--- config.mk ---
export PLATFORM = sky130hd
export DESIGN_NAME = rlfs_top
export DESIGN_NICKNAME = d
export VERILOG_FILES = /design/src/rtl/rlfs_pkg.sv /design/src/rtl/rlfs_top.sv /design/src/rtl/rlfs_fcs_classify.sv /design/src/rtl/rlfs_bip_check.sv
export SDC_FILE = /design/constraint.sdc
export NUM_CORES = 1
export LEC_CHECK = 0
export BUFFER_PORTS_ARGS = -buffer_cell sky130_fd_sc_hd__buf_2
export CAP_MARGIN = 20
export CORE_AREA = 8 8 381 383
export CTS_BUF_LIST = sky130_fd_sc_hd__clkbuf_4 sky130_fd_sc_hd__clkbuf_8
export DETAILED_ROUTE_END_ITERATION = 7
export DIE_AREA = 0 0 389 391
export PLACE_DENSITY = 0.3
export SYNTH_ARGS = -nofsm -noshare
export SYNTH_HDL_FRONTEND = slang
export SYNTH_SLANG_ARGS = --single-unit
--- constraint.sdc ---
create_clock -name clk_sys -period 3.5 [get_ports clk_sys]
set_input_delay 0.175 -clock clk_sys [delete_from_list [all_inputs] [get_ports clk_sys]]
set_output_delay 0.175 -clock clk_sys [all_outputs]
set_load 0.01 [all_outputs]
--- src/rtl/rlfs_pkg.sv ---
/*
  Shared types and constants for the receive lane fault status block.
  Assumes a single receive clock domain and a synchronous reset.
*/
package rlfs_pkg;

  // ---------------------------------------------------------------
  // Sizes
  // ---------------------------------------------------------------
  localparam int NUM_LANES = 20;
  localparam int LANE_IDX_W = 5;
  localparam int CNT_W = 4;
  localparam int LEN_W = 15;
  localparam int FCS_W = 32;
  localparam int BIP_W = 8;

  // ---------------------------------------------------------------
  // Reset values
  // ---------------------------------------------------------------
  localparam logic [LANE_IDX_W-1:0] LANE_IDX_RST = 5'h00;
  localparam logic [CNT_W-1:0] CNT_RST = 4'h0;
  localparam logic [LEN_W-1:0] LEN_RST = 15'h0000;

  // ---------------------------------------------------------------
  // Register offsets and interrupt layout
  // ---------------------------------------------------------------
  localparam int ADDR_W = 4;
  localparam logic [ADDR_W-1:0] OFS_IRQ_STATUS = 4'h0;
  localparam logic [ADDR_W-1:0] OFS_IRQ_CLEAR = 4'h1;
  localparam logic [ADDR_W-1:0] OFS_IRQ_ENABLE = 4'h2;
  localparam logic [ADDR_W-1:0] OFS_MAX_LEN = 4'h3;
  localparam logic [ADDR_W-1:0] OFS_LEVELS = 4'h4;
  localparam int IRQ_W = 6;
  localparam int IRQ_BAD_FCS = 0;
  localparam int IRQ_STOMPED = 1;
  localparam int IRQ_TRUNC = 2;
  localparam int IRQ_BIP = 3;
  localparam int IRQ_INT_LF = 4;
  localparam int IRQ_HI_BER = 5;
  localparam logic [IRQ_W-1:0] IRQ_RST = 6'h00;
  localparam logic [LEN_W-1:0] MAX_LEN_RST = 15'h25ee;

  // ---------------------------------------------------------------
  // Carriers
  // ---------------------------------------------------------------
  typedef struct packed {
    logic pkt_end;
    logic [FCS_W-1:0] fcs_rx;
    logic [FCS_W-1:0] fcs_calc;
  } rlfs_fcs_t;

  typedef struct packed {
    logic [CNT_W-1:0] bad;
    logic [CNT_W-1:0] stomped;
  } rlfs_fcs_cnt_t;

  typedef struct packed {
    logic [NUM_LANES-1:0] marker_valid;
    logic [NUM_LANES*BIP_W-1:0] bip_rx;
    logic [NUM_LANES*BIP_W-1:0] bip_calc;
  } rlfs_bip_t;

  typedef struct packed {
    logic [ADDR_W-1:0] addr;
    logic [31:0] wdata;
    logic wr;
    logic rd;
  } rlfs_bus_t;

endpackage

--- src/rtl/rlfs_top.sv ---
/*
  Receive lane fault status: lane map, demux lock, FCS counts, truncation,
  fault levels, BIP8 errors and high error rate, with an interrupt.
  Assumes all inputs are produced by receive logic on clk_sys.
*/
// Strobed register access and the placing of the registers are this design's own decisions.
`timescale 1ns/1ps
`default_nettype none
module rlfs_top (
  // Clock and reset
  input wire logic clk_sys,
  input wire logic srst,
  // Lane alignment inputs
  input wire logic [rlfs_pkg::NUM_LANES*rlfs_pkg::LANE_IDX_W-1:0] lane_map_in,
  input wire logic [rlfs_pkg::NUM_LANES-1:0] lane_sync_in,
  input wire logic [rlfs_pkg::NUM_LANES-1:0] lane_demux_in,
  input wire logic align_ok,
  // Packet inputs
  input wire rlfs_pkg::rlfs_fcs_t fcs_ends [4],
  input wire logic pkt_start,
  input wire logic [7:0] pkt_bytes,
  // Marker inputs
  input wire rlfs_pkg::rlfs_bip_t bip_in,
  // Fault causes
  input wire logic test_pattern_on,
  input wire logic ber_excess_in,
  input wire logic partner_fault_in,
  // Register port
  input wire rlfs_pkg::rlfs_bus_t bus,
  output logic [31:0] rdata,
  // Status outputs
  output logic [rlfs_pkg::NUM_LANES*rlfs_pkg::LANE_IDX_W-1:0] lane_index,
  output logic [rlfs_pkg::LANE_IDX_W-1:0] pcs_lane19_physical_index,
  output logic [rlfs_pkg::NUM_LANES-1:0] lane_sync_vector,
  output logic [rlfs_pkg::NUM_LANES-1:0] lane_marker_found_vector,
  output logic [rlfs_pkg::CNT_W-1:0] bad_checksum_count,
  output logic [rlfs_pkg::CNT_W-1:0] inverted_checksum_count,
  output logic truncated_pulse,
  output logic cut_packet,
  output logic internal_fault,
  output logic received_fault,
  output logic [rlfs_pkg::NUM_LANES-1:0] bip_error,
  output logic error_rate_excess_flag,
  output logic irq
);

  // ---------------------------------------------------------------
  // State
  // ---------------------------------------------------------------
  typedef struct packed {
    logic [rlfs_pkg::NUM_LANES*rlfs_pkg::LANE_IDX_W-1:0] map;
    logic [rlfs_pkg::LANE_IDX_W-1:0] map19;
    logic [rlfs_pkg::NUM_LANES-1:0] sync;
    logic [rlfs_pkg::NUM_LANES-1:0] demux;
    logic in_pkt;
    logic cut;
    logic [rlfs_pkg::LEN_W-1:0] len;
    logic trunc;
    logic int_lf;
    logic rx_lf;
    logic hi_ber;
    logic [rlfs_pkg::LEN_W-1:0] max_len;
    logic [rlfs_pkg::IRQ_W-1:0] status;
    logic [rlfs_pkg::IRQ_W-1:0] enable;
    logic [31:0] rdata;
    logic irq;
  } rlfs_state_t;

  rlfs_state_t st;
  rlfs_state_t next_st;
  rlfs_pkg::rlfs_fcs_cnt_t fcs_cnt;
  logic [rlfs_pkg::NUM_LANES-1:0] bip_err;
  logic [rlfs_pkg::IRQ_W-1:0] events;
  logic [rlfs_pkg::LEN_W:0] len_sum;

  // ---------------------------------------------------------------
  // Sub blocks
  // ---------------------------------------------------------------
  rlfs_fcs_classify u_fcs (
    .clk_sys(clk_sys),
    .srst(srst),
    .ends(fcs_ends),
    .counts(fcs_cnt)
  );

  rlfs_bip_check u_bip (
    .clk_sys(clk_sys),
    .srst(srst),
    .bip(bip_in),
    .err(bip_err)
  );

  function automatic logic hit(input logic [rlfs_pkg::ADDR_W-1:0] a,
                               input logic [rlfs_pkg::ADDR_W-1:0] o);
    hit = (a == o);
  endfunction

  assign len_sum = {1'b0, st.len} + {8'h00, pkt_bytes};

  always_comb begin
    events = '0;
    events[rlfs_pkg::IRQ_BAD_FCS] = |fcs_cnt.bad;
    events[rlfs_pkg::IRQ_STOMPED] = |fcs_cnt.stomped;
    events[rlfs_pkg::IRQ_TRUNC] = st.trunc;
    events[rlfs_pkg::IRQ_BIP] = |bip_err;
    events[rlfs_pkg::IRQ_INT_LF] = st.int_lf;
    events[rlfs_pkg::IRQ_HI_BER] = st.hi_ber;
  end

  // ---------------------------------------------------------------
  // Next state
  // ---------------------------------------------------------------
  always_comb begin
    next_st = st;
    next_st.map = lane_map_in;
    next_st.map19 = lane_map_in[19*rlfs_pkg::LANE_IDX_W +:
                                rlfs_pkg::LANE_IDX_W];
    next_st.sync = lane_sync_in;
    next_st.demux = lane_demux_in & lane_sync_in;
    next_st.trunc = 1'b0;
    if (pkt_start) begin
      next_st.in_pkt = 1'b1;
      next_st.cut = 1'b0;
      next_st.len = {7'h00, pkt_bytes};
    end else if (st.in_pkt && !st.cut) begin
      next_st.len = len_sum[rlfs_pkg::LEN_W] ? '1 :
                    len_sum[rlfs_pkg::LEN_W-1:0];
    end
    if (st.in_pkt && !st.cut &&
        (len_sum > {1'b0, st.max_len}) && !pkt_start) begin
      next_st.cut = 1'b1;
      next_st.trunc = 1'b1;
    end
    next_st.int_lf = test_pattern_on || !align_ok || ber_excess_in;
    next_st.rx_lf = partner_fault_in;
    next_st.hi_ber = ber_excess_in;
    // Register writes and interrupt status; a new event beats a clear.
    if (bus.wr && hit(bus.addr, rlfs_pkg::OFS_IRQ_ENABLE)) begin
      next_st.enable = bus.wdata[rlfs_pkg::IRQ_W-1:0];
    end
    if (bus.wr && hit(bus.addr, rlfs_pkg::OFS_MAX_LEN)) begin
      next_st.max_len = bus.wdata[rlfs_pkg::LEN_W-1:0];
    end
    if (bus.wr && hit(bus.addr, rlfs_pkg::OFS_IRQ_CLEAR)) begin
      next_st.status = st.status & ~bus.wdata[rlfs_pkg::IRQ_W-1:0];
    end
    next_st.status = next_st.status | events;
    next_st.irq = |(next_st.status & next_st.enable);
    next_st.rdata = 32'h0000_0000;
    if (bus.rd) begin
      case (bus.addr)
        rlfs_pkg::OFS_IRQ_STATUS: begin
          next_st.rdata[rlfs_pkg::IRQ_W-1:0] = st.status;
        end
        rlfs_pkg::OFS_IRQ_ENABLE: begin
          next_st.rdata[rlfs_pkg::IRQ_W-1:0] = st.enable;
        end
        rlfs_pkg::OFS_MAX_LEN: begin
          next_st.rdata[rlfs_pkg::LEN_W-1:0] = st.max_len;
        end
        rlfs_pkg::OFS_LEVELS: begin
          next_st.rdata[2:0] = {st.hi_ber, st.rx_lf, st.int_lf};
        end
        default: begin
          next_st.rdata = 32'h0000_0000;
        end
      endcase
    end
    if (srst) begin
      next_st = '0;
      next_st.map = '0;
      next_st.map19 = rlfs_pkg::LANE_IDX_RST;
      next_st.len = rlfs_pkg::LEN_RST;
      next_st.max_len = rlfs_pkg::MAX_LEN_RST;
      next_st.status = rlfs_pkg::IRQ_RST;
      next_st.enable = rlfs_pkg::IRQ_RST;
    end
  end

  always_ff @(posedge clk_sys) begin
    st <= next_st;
  end

  // ---------------------------------------------------------------
  // Outputs
  // ---------------------------------------------------------------
  assign lane_index = st.map;
  assign pcs_lane19_physical_index = st.map19;
  assign lane_sync_vector = st.sync;
  assign lane_marker_found_vector = st.demux;
  assign bad_checksum_count = fcs_cnt.bad;
  assign inverted_checksum_count = fcs_cnt.stomped;
  assign truncated_pulse = st.trunc;
  assign cut_packet = st.cut;
  assign internal_fault = st.int_lf;
  assign received_fault = st.rx_lf;
  assign bip_error = bip_err;
  assign error_rate_excess_flag = st.hi_ber;
  assign irq = st.irq;
  assign rdata = st.rdata;

endmodule
`default_nettype wire

--- src/rtl/rlfs_fcs_classify.sv ---
/*
  Classifies up to four packet endings per cycle as good, bad or stomped.
  Assumes inputs come from logic on the same receive clock.
*/
`timescale 1ns/1ps
`default_nettype none
module rlfs_fcs_classify (
  // Clock and reset
  input wire logic clk_sys,
  input wire logic srst,
  // Packet endings
  input wire rlfs_pkg::rlfs_fcs_t ends [4],
  // Counts
  output rlfs_pkg::rlfs_fcs_cnt_t counts
);

  typedef struct packed {
    rlfs_pkg::rlfs_fcs_cnt_t cnt;
  } rlfs_fc_state_t;

  rlfs_fc_state_t st;
  rlfs_fc_state_t next_st;

  always_comb begin
    next_st = st;
    next_st.cnt.bad = rlfs_pkg::CNT_RST;
    next_st.cnt.stomped = rlfs_pkg::CNT_RST;
    for (int i = 0; i < 4; i++) begin
      if (ends[i].pkt_end) begin
        if (ends[i].fcs_rx == ~ends[i].fcs_calc) begin
          next_st.cnt.stomped = next_st.cnt.stomped + 4'h1;
        end else if (ends[i].fcs_rx != ends[i].fcs_calc) begin
          next_st.cnt.bad = next_st.cnt.bad + 4'h1;
        end
      end
    end
    if (srst) begin
      next_st.cnt.bad = rlfs_pkg::CNT_RST;
      next_st.cnt.stomped = rlfs_pkg::CNT_RST;
    end
  end

  always_ff @(posedge clk_sys) begin
    st <= next_st;
  end

  assign counts = st.cnt;

endmodule
`default_nettype wire

--- src/rtl/rlfs_bip_check.sv ---
/*
  Checks the BIP8 byte of each PCS lane marker and pulses per lane errors.
  Assumes inputs come from logic on the same receive clock.
*/
`timescale 1ns/1ps
`default_nettype none
module rlfs_bip_check (
  // Clock and reset
  input wire logic clk_sys,
  input wire logic srst,
  // Marker data
  input wire rlfs_pkg::rlfs_bip_t bip,
  // Error pulses
  output logic [rlfs_pkg::NUM_LANES-1:0] err
);

  typedef struct packed {
    logic [rlfs_pkg::NUM_LANES-1:0] err;
  } rlfs_bc_state_t;

  rlfs_bc_state_t st;
  rlfs_bc_state_t next_st;
  logic [rlfs_pkg::NUM_LANES-1:0] mism;

  genvar g;
  generate
    for (g = 0; g < rlfs_pkg::NUM_LANES; g++) begin : g_lane
      assign mism[g] = bip.marker_valid[g] &&
        (bip.bip_rx[g*rlfs_pkg::BIP_W +: rlfs_pkg::BIP_W] !=
         bip.bip_calc[g*rlfs_pkg::BIP_W +: rlfs_pkg::BIP_W]);
    end
  endgenerate

  always_comb begin
    next_st = st;
    next_st.err = mism;
    if (srst) begin
      next_st.err = '0;
    end
  end

  always_ff @(posedge clk_sys) begin
    st <= next_st;
  end

  assign err = st.err;

endmodule
`default_nettype wire

-- Word-level counts from Yosys, hierarchy flattened
Cells that the tools add are included.
- bits of input ports: 793
- output and inout bits: 211
- register bits after elaboration: 254
- word-level logic and storage cells: 140
- order comparisons: 1
- reduce and logical (&&, ||, !) cells: 41
- bitwise logic cells: 11
- mux-type cells: 26
- add/subtract/negate cells: 7
- eq/ne operators: 32
- operator list (kind ; count):
    inequality test 8 bit ; 20
    == test 32 bit ; 4
    inequality test 32 bit ; 4
    inverter 32 bit ; 4
    two-way mux 8 bit ; 6
    two-way mux 4 bit ; 10
    logical AND 1 bit ; 26
    adder 4 x 1 -> 4 bit (second input constant) ; 6
    AND 20 bit ; 1
    OR reduction 20 bit ; 1
    adder 15 x 8 -> 16 bit ; 1
    greater-than comparator 16 x 15 -> 1 bit ; 1
    two-way mux 15 bit ; 1
    AND 6 bit ; 2
    two-way mux 6 bit ; 2
    case mux 3 bit (4 select lines) ; 1
    case mux 3 bit (3 select lines) ; 1
    == test 4 x 2 -> 1 bit (second input constant) ; 2
    OR reduction 4 bit ; 2
    inverter 6 bit ; 1
    OR 6 bit ; 1
    OR reduction 6 bit ; 1
    two-way mux 1 bit ; 5
    == test 4 x 1 -> 1 bit (second input constant) ; 1
    other kinds (8) ; 14

-- Logic depth before layout (Yosys ltp)
- depth in word-level cells: 16
- depth in mapped cells: 16
- gate-level depth less buffers: 16

-- Modules after synthesis
From an unflattened synthesis, not the netlist that was laid out.
- cells, all modules: 1427
- area, all modules: 13305.3 µm²
- modules (own cells, without submodules) (module ; instances ; cells each ; area an instance (µm²) ; seq. area each (µm²)):
    rlfs_top ; 1 ; 880 ; 8444.3 ; 4083.9
    rlfs_bip_check ; 1 ; 262 ; 2534.9 ; 400.4
    rlfs_fcs_classify ; 1 ; 285 ; 2326.0 ; 160.2

-- Worst setup path before layout
No wires, ideal clock.
- path kind: input to register
- start: input fcs_ends[229] in the netlist's numbering
- end: register u_fcs.st, in the netlist u_fcs.counts[5]
- path buffers: 0
- required time: 3414 ps
- cell stages on the path: 15
- library setup time: 86 ps
- arrival: 3136 ps
- path slack: 278 ps
- path through: xnor2_1 > nand4_1 > or4_4 > nor4_4 > nor3_1 > ha_1 > inv_1 > a311o_1 > o41ai_4 > ha_1 > mux2i_1 > inv_1 > ha_1 > nor2_1 > a211oi_1
- cells in the longest elaborated chain, start to end: 16
- elaborated cells on any way between the ends: 17
- those cells by class: 3 x add/sub; 2 x eq/ne; 12 x mux
- RTL lines (item ; line ; source):
    start: declaration ; rlfs_top.sv:19 ; input wire rlfs_pkg::rlfs_fcs_t fcs_ends [4],
    inequality test 32 bit ; rlfs_fcs_classify.sv:32 ; end else if (ends[i].fcs_rx != ends[i].fcs_calc) begin
    two-way mux 1 bit ; rlfs_fcs_classify.sv:32 ;
    two-way mux 4 bit * ; rlfs_fcs_classify.sv:30 ; if (ends[i].fcs_rx == ~ends[i].fcs_calc) begin
    two-way mux 8 bit * ; rlfs_fcs_classify.sv:29 ; if (ends[i].pkt_end) begin
    adder 4 x 1 -> 4 bit ; rlfs_fcs_classify.sv:33 ; next_st.cnt.bad = next_st.cnt.bad + 4'h1;
    two-way mux 4 bit ; rlfs_fcs_classify.sv:32 ;
    two-way mux 4 bit ; rlfs_fcs_classify.sv:30 ;
    two-way mux 8 bit * ; rlfs_fcs_classify.sv:29 ;
    adder 4 x 1 -> 4 bit ; rlfs_fcs_classify.sv:33 ;
    two-way mux 4 bit ; rlfs_fcs_classify.sv:32 ;
    two-way mux 4 bit ; rlfs_fcs_classify.sv:30 ;
    two-way mux 8 bit * ; rlfs_fcs_classify.sv:29 ;
    adder 4 x 1 -> 4 bit ; rlfs_fcs_classify.sv:33 ;
    two-way mux 4 bit ; rlfs_fcs_classify.sv:32 ;
    two-way mux 4 bit ; rlfs_fcs_classify.sv:30 ;
    two-way mux 8 bit * ; rlfs_fcs_classify.sv:29 ;
    end signal: assignment ; rlfs_fcs_classify.sv:44 ; st <= next_st;
    end: declaration ; rlfs_fcs_classify.sv:21 ; rlfs_fc_state_t st;
Mark *: on every way between the ends. The rest lies on a longest branch, timed or not.
A chain may end at the register's enable or synchronous reset.

-- Worst setup path after layout
- start: register st[64] in the netlist's numbering
- end: register st, in the netlist cut_packet
- cells in the longest elaborated chain, start to end: 5
- elaborated cells on any way between the ends: 6
- those cells by class: 1 x add/sub; 1 x order compare; 1 x mux; 3 x reduce/logical
- RTL lines (item ; line ; source):
    start: declaration ; rlfs_top.sv:69 ; rlfs_state_t st;
    start signal: assignment ; rlfs_top.sv:181 ; st <= next_st;
    adder 15 x 8 -> 16 bit * ; rlfs_top.sv:98 ; assign len_sum = {1'b0, st.len} + {8'h00, pkt_bytes};
    greater-than comparator 16 x 15 -> 1 bit * ; rlfs_top.sv:130 ; (len_sum > {1'b0, st.max_len}) && !pkt_start) begin
    logical AND 1 bit * ; rlfs_top.sv:129 ; if (st.in_pkt && !st.cut &&
    logical AND 1 bit * ; rlfs_top.sv:130 ;
    two-way mux 1 bit / nonzero test 2 bit (equally long branches) ; -- ;
Marked as above.

==> impl_metrics.env <==
export IMPL_first_pass_iters=5
export IMPL_antenna_found_initial=59
export IMPL_cts_tree="built"
export IMPL_insertion_delay_ns=0.68
export IMPL_min_period_ns=3.200
export IMPL_crit_type="flop to flop"
export IMPL_yosys_area_share_simple=0.1969
export IMPL_ys_types=62
export IMPL_synth_xor_area_frac=0.2069
export IMPL_netlist_instances=1384
export IMPL_hp_class="primary input to flop"
export IMPL_clk_path_buf_depth=3
export IMPL_wire_per_inst_um=19.28
export IMPL_syn_area_um2=12910
export IMPL_pwr_density_cell_nw_per_um2=349.8
export IMPL_first_iter_violations=534
export IMPL_num_vias=14018
export IMPL_pin_count=1004
export IMPL_path_clk_slew_ns=0.06
export IMPL_highest_layer="met5"
export IMPL_finalHoldWorstSlack_ns=0.1741
export IMPL_fin_nets=3344
export IMPL_end_kind="flop"
export IMPL_leakage_nw=10.31
export IMPL_async_reset_ff_frac=0
export IMPL_grt_pass1_vias=15353
export IMPL_setup_ws_ns=0.3005
export IMPL_crit_path_max_fanout=6
export IMPL_vdd_drop_max_uv=242.7
export IMPL_fin_worst_skew_ns=0.02237
export IMPL_slew_violations=0
export IMPL_syn_area_per_cell_um2=9.329
export IMPL_yosys_top_cells_count="xnor2_1 (249), dfxtp_1 (232), buf_4 (177)"
export IMPL_synthTopCellsByArea="dfxtp_1 (36%), xnor2_1 (17%), buf_4 (10%), nor2b_1 (6.2%), nand4_1 (4.2%)"
export IMPL_ff2ff_path_depth=15
export IMPL_dp_slack_ns=-0.07348
export IMPL_die_w_um=389
export IMPL_route_met2_wl_um=42240
export IMPL_gp_congestion=0.8453
export IMPL_crit_required_ns=4.04
export IMPL_cts_htree_levels=2
export IMPL_yosysWarningCount=0
export IMPL_synth_top_area_frac=0.3597
export IMPL_dp_cells=4001
export IMPL_start_util=0.09299
export IMPL_maxClockFrequency_mhz=312.5
export IMPL_grt_use_total=0.1038
export IMPL_cts_root_buffer="clkbuf_8"
export IMPL_synthMuxAreaShare=0.01211
export IMPL_rows=137
export IMPL_dieArea_um2=152100
export IMPL_cts_sinks=232
export IMPL_io_buffers=969
export IMPL_gr_total_overflow=0
export IMPL_area_growth_syn_to_layout_pct=76.65
export IMPL_slew_headroom=0.3872
export IMPL_yosysMostFrequentCell="xnor2_1"
export IMPL_fin_crit_sh=0.9142
export IMPL_synth_ff_type="dfxtp_1"
export IMPL_drc=0
export IMPL_worstMarginPinSlew_ns=0.9192
export IMPL_wirelength_um=84520
export IMPL_drive_above_1_share=0.4383
export IMPL_viasPerCell=3.198
export IMPL_core_area_um2=138800
export IMPL_grt_max_degree=79
export IMPL_worstSetupStartpointType="flop"
export IMPL_yosys_area_top_type="dfxtp_1"
export IMPL_wl_met3_um=8264
export IMPL_arrival_ns=3.74
export IMPL_hpwl_um=73750
export IMPL_finalSetupViolations=0
export IMPL_synth_fa_ha_area_frac=0.02965
export IMPL_holdPathStages=5
export IMPL_m1WireLength_um=31870
export IMPL_die_h_um=391
export IMPL_final_cells=4383
export IMPL_finalHoldViolations=0
export IMPL_synth_edff_count=0
export IMPL_post_cts_buffers=0
export IMPL_cts_buffers=53
export IMPL_synth_top_family_by_area="XOR/XNOR gates"
export IMPL_grt_pass1_wl_um=114000
export IMPL_synth_seq_cells=232
export IMPL_postRouteAntennaNets=0
export IMPL_maxCapViolations=0
export IMPL_status="complete, no violations"
export IMPL_yosysSeqAreaShare=0.3597
export IMPL_synth_compound_area_frac=0.07404
==> kinds of logic (layout without fill, tap and decap cells) <==
group,after synthesis,count (layout)
AO/OA/AOI/OAI,123,123
XOR/XNOR,305,305
adder cells (fa/ha/maj),30,30
buffers and inverters,237,1399
flip-flops,232,232
multiplexers,15,15
other,1,31
AND/OR/NAND/NOR,441,441
==> flip-flops by register name, summed over array words and instances, names as in the netlist, 8 cells and up <==
signal,count
u_fcs.counts,8
st,43
lane_index,100
lane_sync_vector,20
u_bip.err,20
rdata,15
lane_marker_found_vector,20
==> per-stage QoR <==
step	total power [W]	area, um^2	setup TNS [ns]	util
after floorplan	0.003674	12970	0	-
after global placement	0.004509	18900	-0.1761	0.1361
after detailed placement	0.004503	18900	-0.1466	0.1361
after CTS	0.008269	22730	0	0.1637
after global routing	0.008536	22790	-0.001210	0.1642
final	0.007978	22810	0	0.1643
==> layout by cell type (no fill, tap or decap), drive strengths merged, types with 8 or more instances in the layout <==
cell type / count
xor2: 56
xnor2: 249
clkinv: 13
clkbuf: 78
nor2: 67
conb: 17
buf: 1004
diode: 14
ha: 29
o211a: 20
nand3: 10
a22oi: 8
and2: 29
dlygate4sd3: 272
dfxtp: 232
nand2: 29
a211o: 10
nor4: 46
mux2i: 10
nor3: 15
inv: 27
nand4: 87
a21oi: 26
o21ai: 8
nor2b: 127
==> critical path, cell delays in order (launching register included) <==
cell      delay [ns]
dfxtp_1         0.31
ha_1            0.21
fa_1            0.41
a21oi_1         0.18
o21bai_1        0.13
a21oi_2         0.20
o21ai_0         0.15
and2_2          0.25
xor2_1          0.15
ha_1            0.18
a21o_1          0.17
a21o_1          0.17
a21oi_1         0.14
o211ai_1        0.12
a31oi_1         0.20
o211ai_1        0.12
==> per-layer routing <==
layer / track usage / vias up
met4: 0.02416 / 44
met5: 0 / -
met1: 0.1133 / 6287
li1: - / 6860
met2: 0.1851 / 657
met3: 0.04539 / 170
==> power by group <==
part           total, W  switching [W]  internal (W)
Sequential      0.00281      0.0000451       0.00276
Combinational   0.00187       0.000883      0.000982
Clock           0.00330        0.00146       0.00184
Total           0.00798        0.00239       0.00559
==> final timing paths <==
| check | startpoint | endpoint | slack [ns] |
|---|---|---|---|
| max | st[64]$_SDFFE_PP0P_ | cut_packet$_SDFFE_PP0P_ | 0.30 |
| min reg2reg | st[80]$_SDFFE_PP0P_ | st[80]$_SDFFE_PP0P_ | 0.50 |
| max reg2reg | st[64]$_SDFFE_PP0P_ | cut_packet$_SDFFE_PP0P_ | 0.30 |
| min | bus[1] | st[45]$_SDFFE_PP0P_ | 0.17 |
==> area by class of cell <==
class	instances	area (um^2)
Clock buffer	78	960.9
Antenna cell	14	35.03
Clock inverter	18	147.6
Inverter	27	101.3
Sequential cell	232	4644
Timing Repair Buffer	1276	7841
Tap cell	1807	2261
Multi-Input combinational cell	931	6815
Fill cell	15885	116000
==> what timing repair did <==
| action | CTS | global route |
|---|---|---|
| resized for setup | 0 | 9 |
| hold buffers | 272 | 0 |
| hold endpoints to repair | 214 | 0 |
| endpoints found under the setup margin | 0 | 6 |
Power figures use the tool's default switching activity.
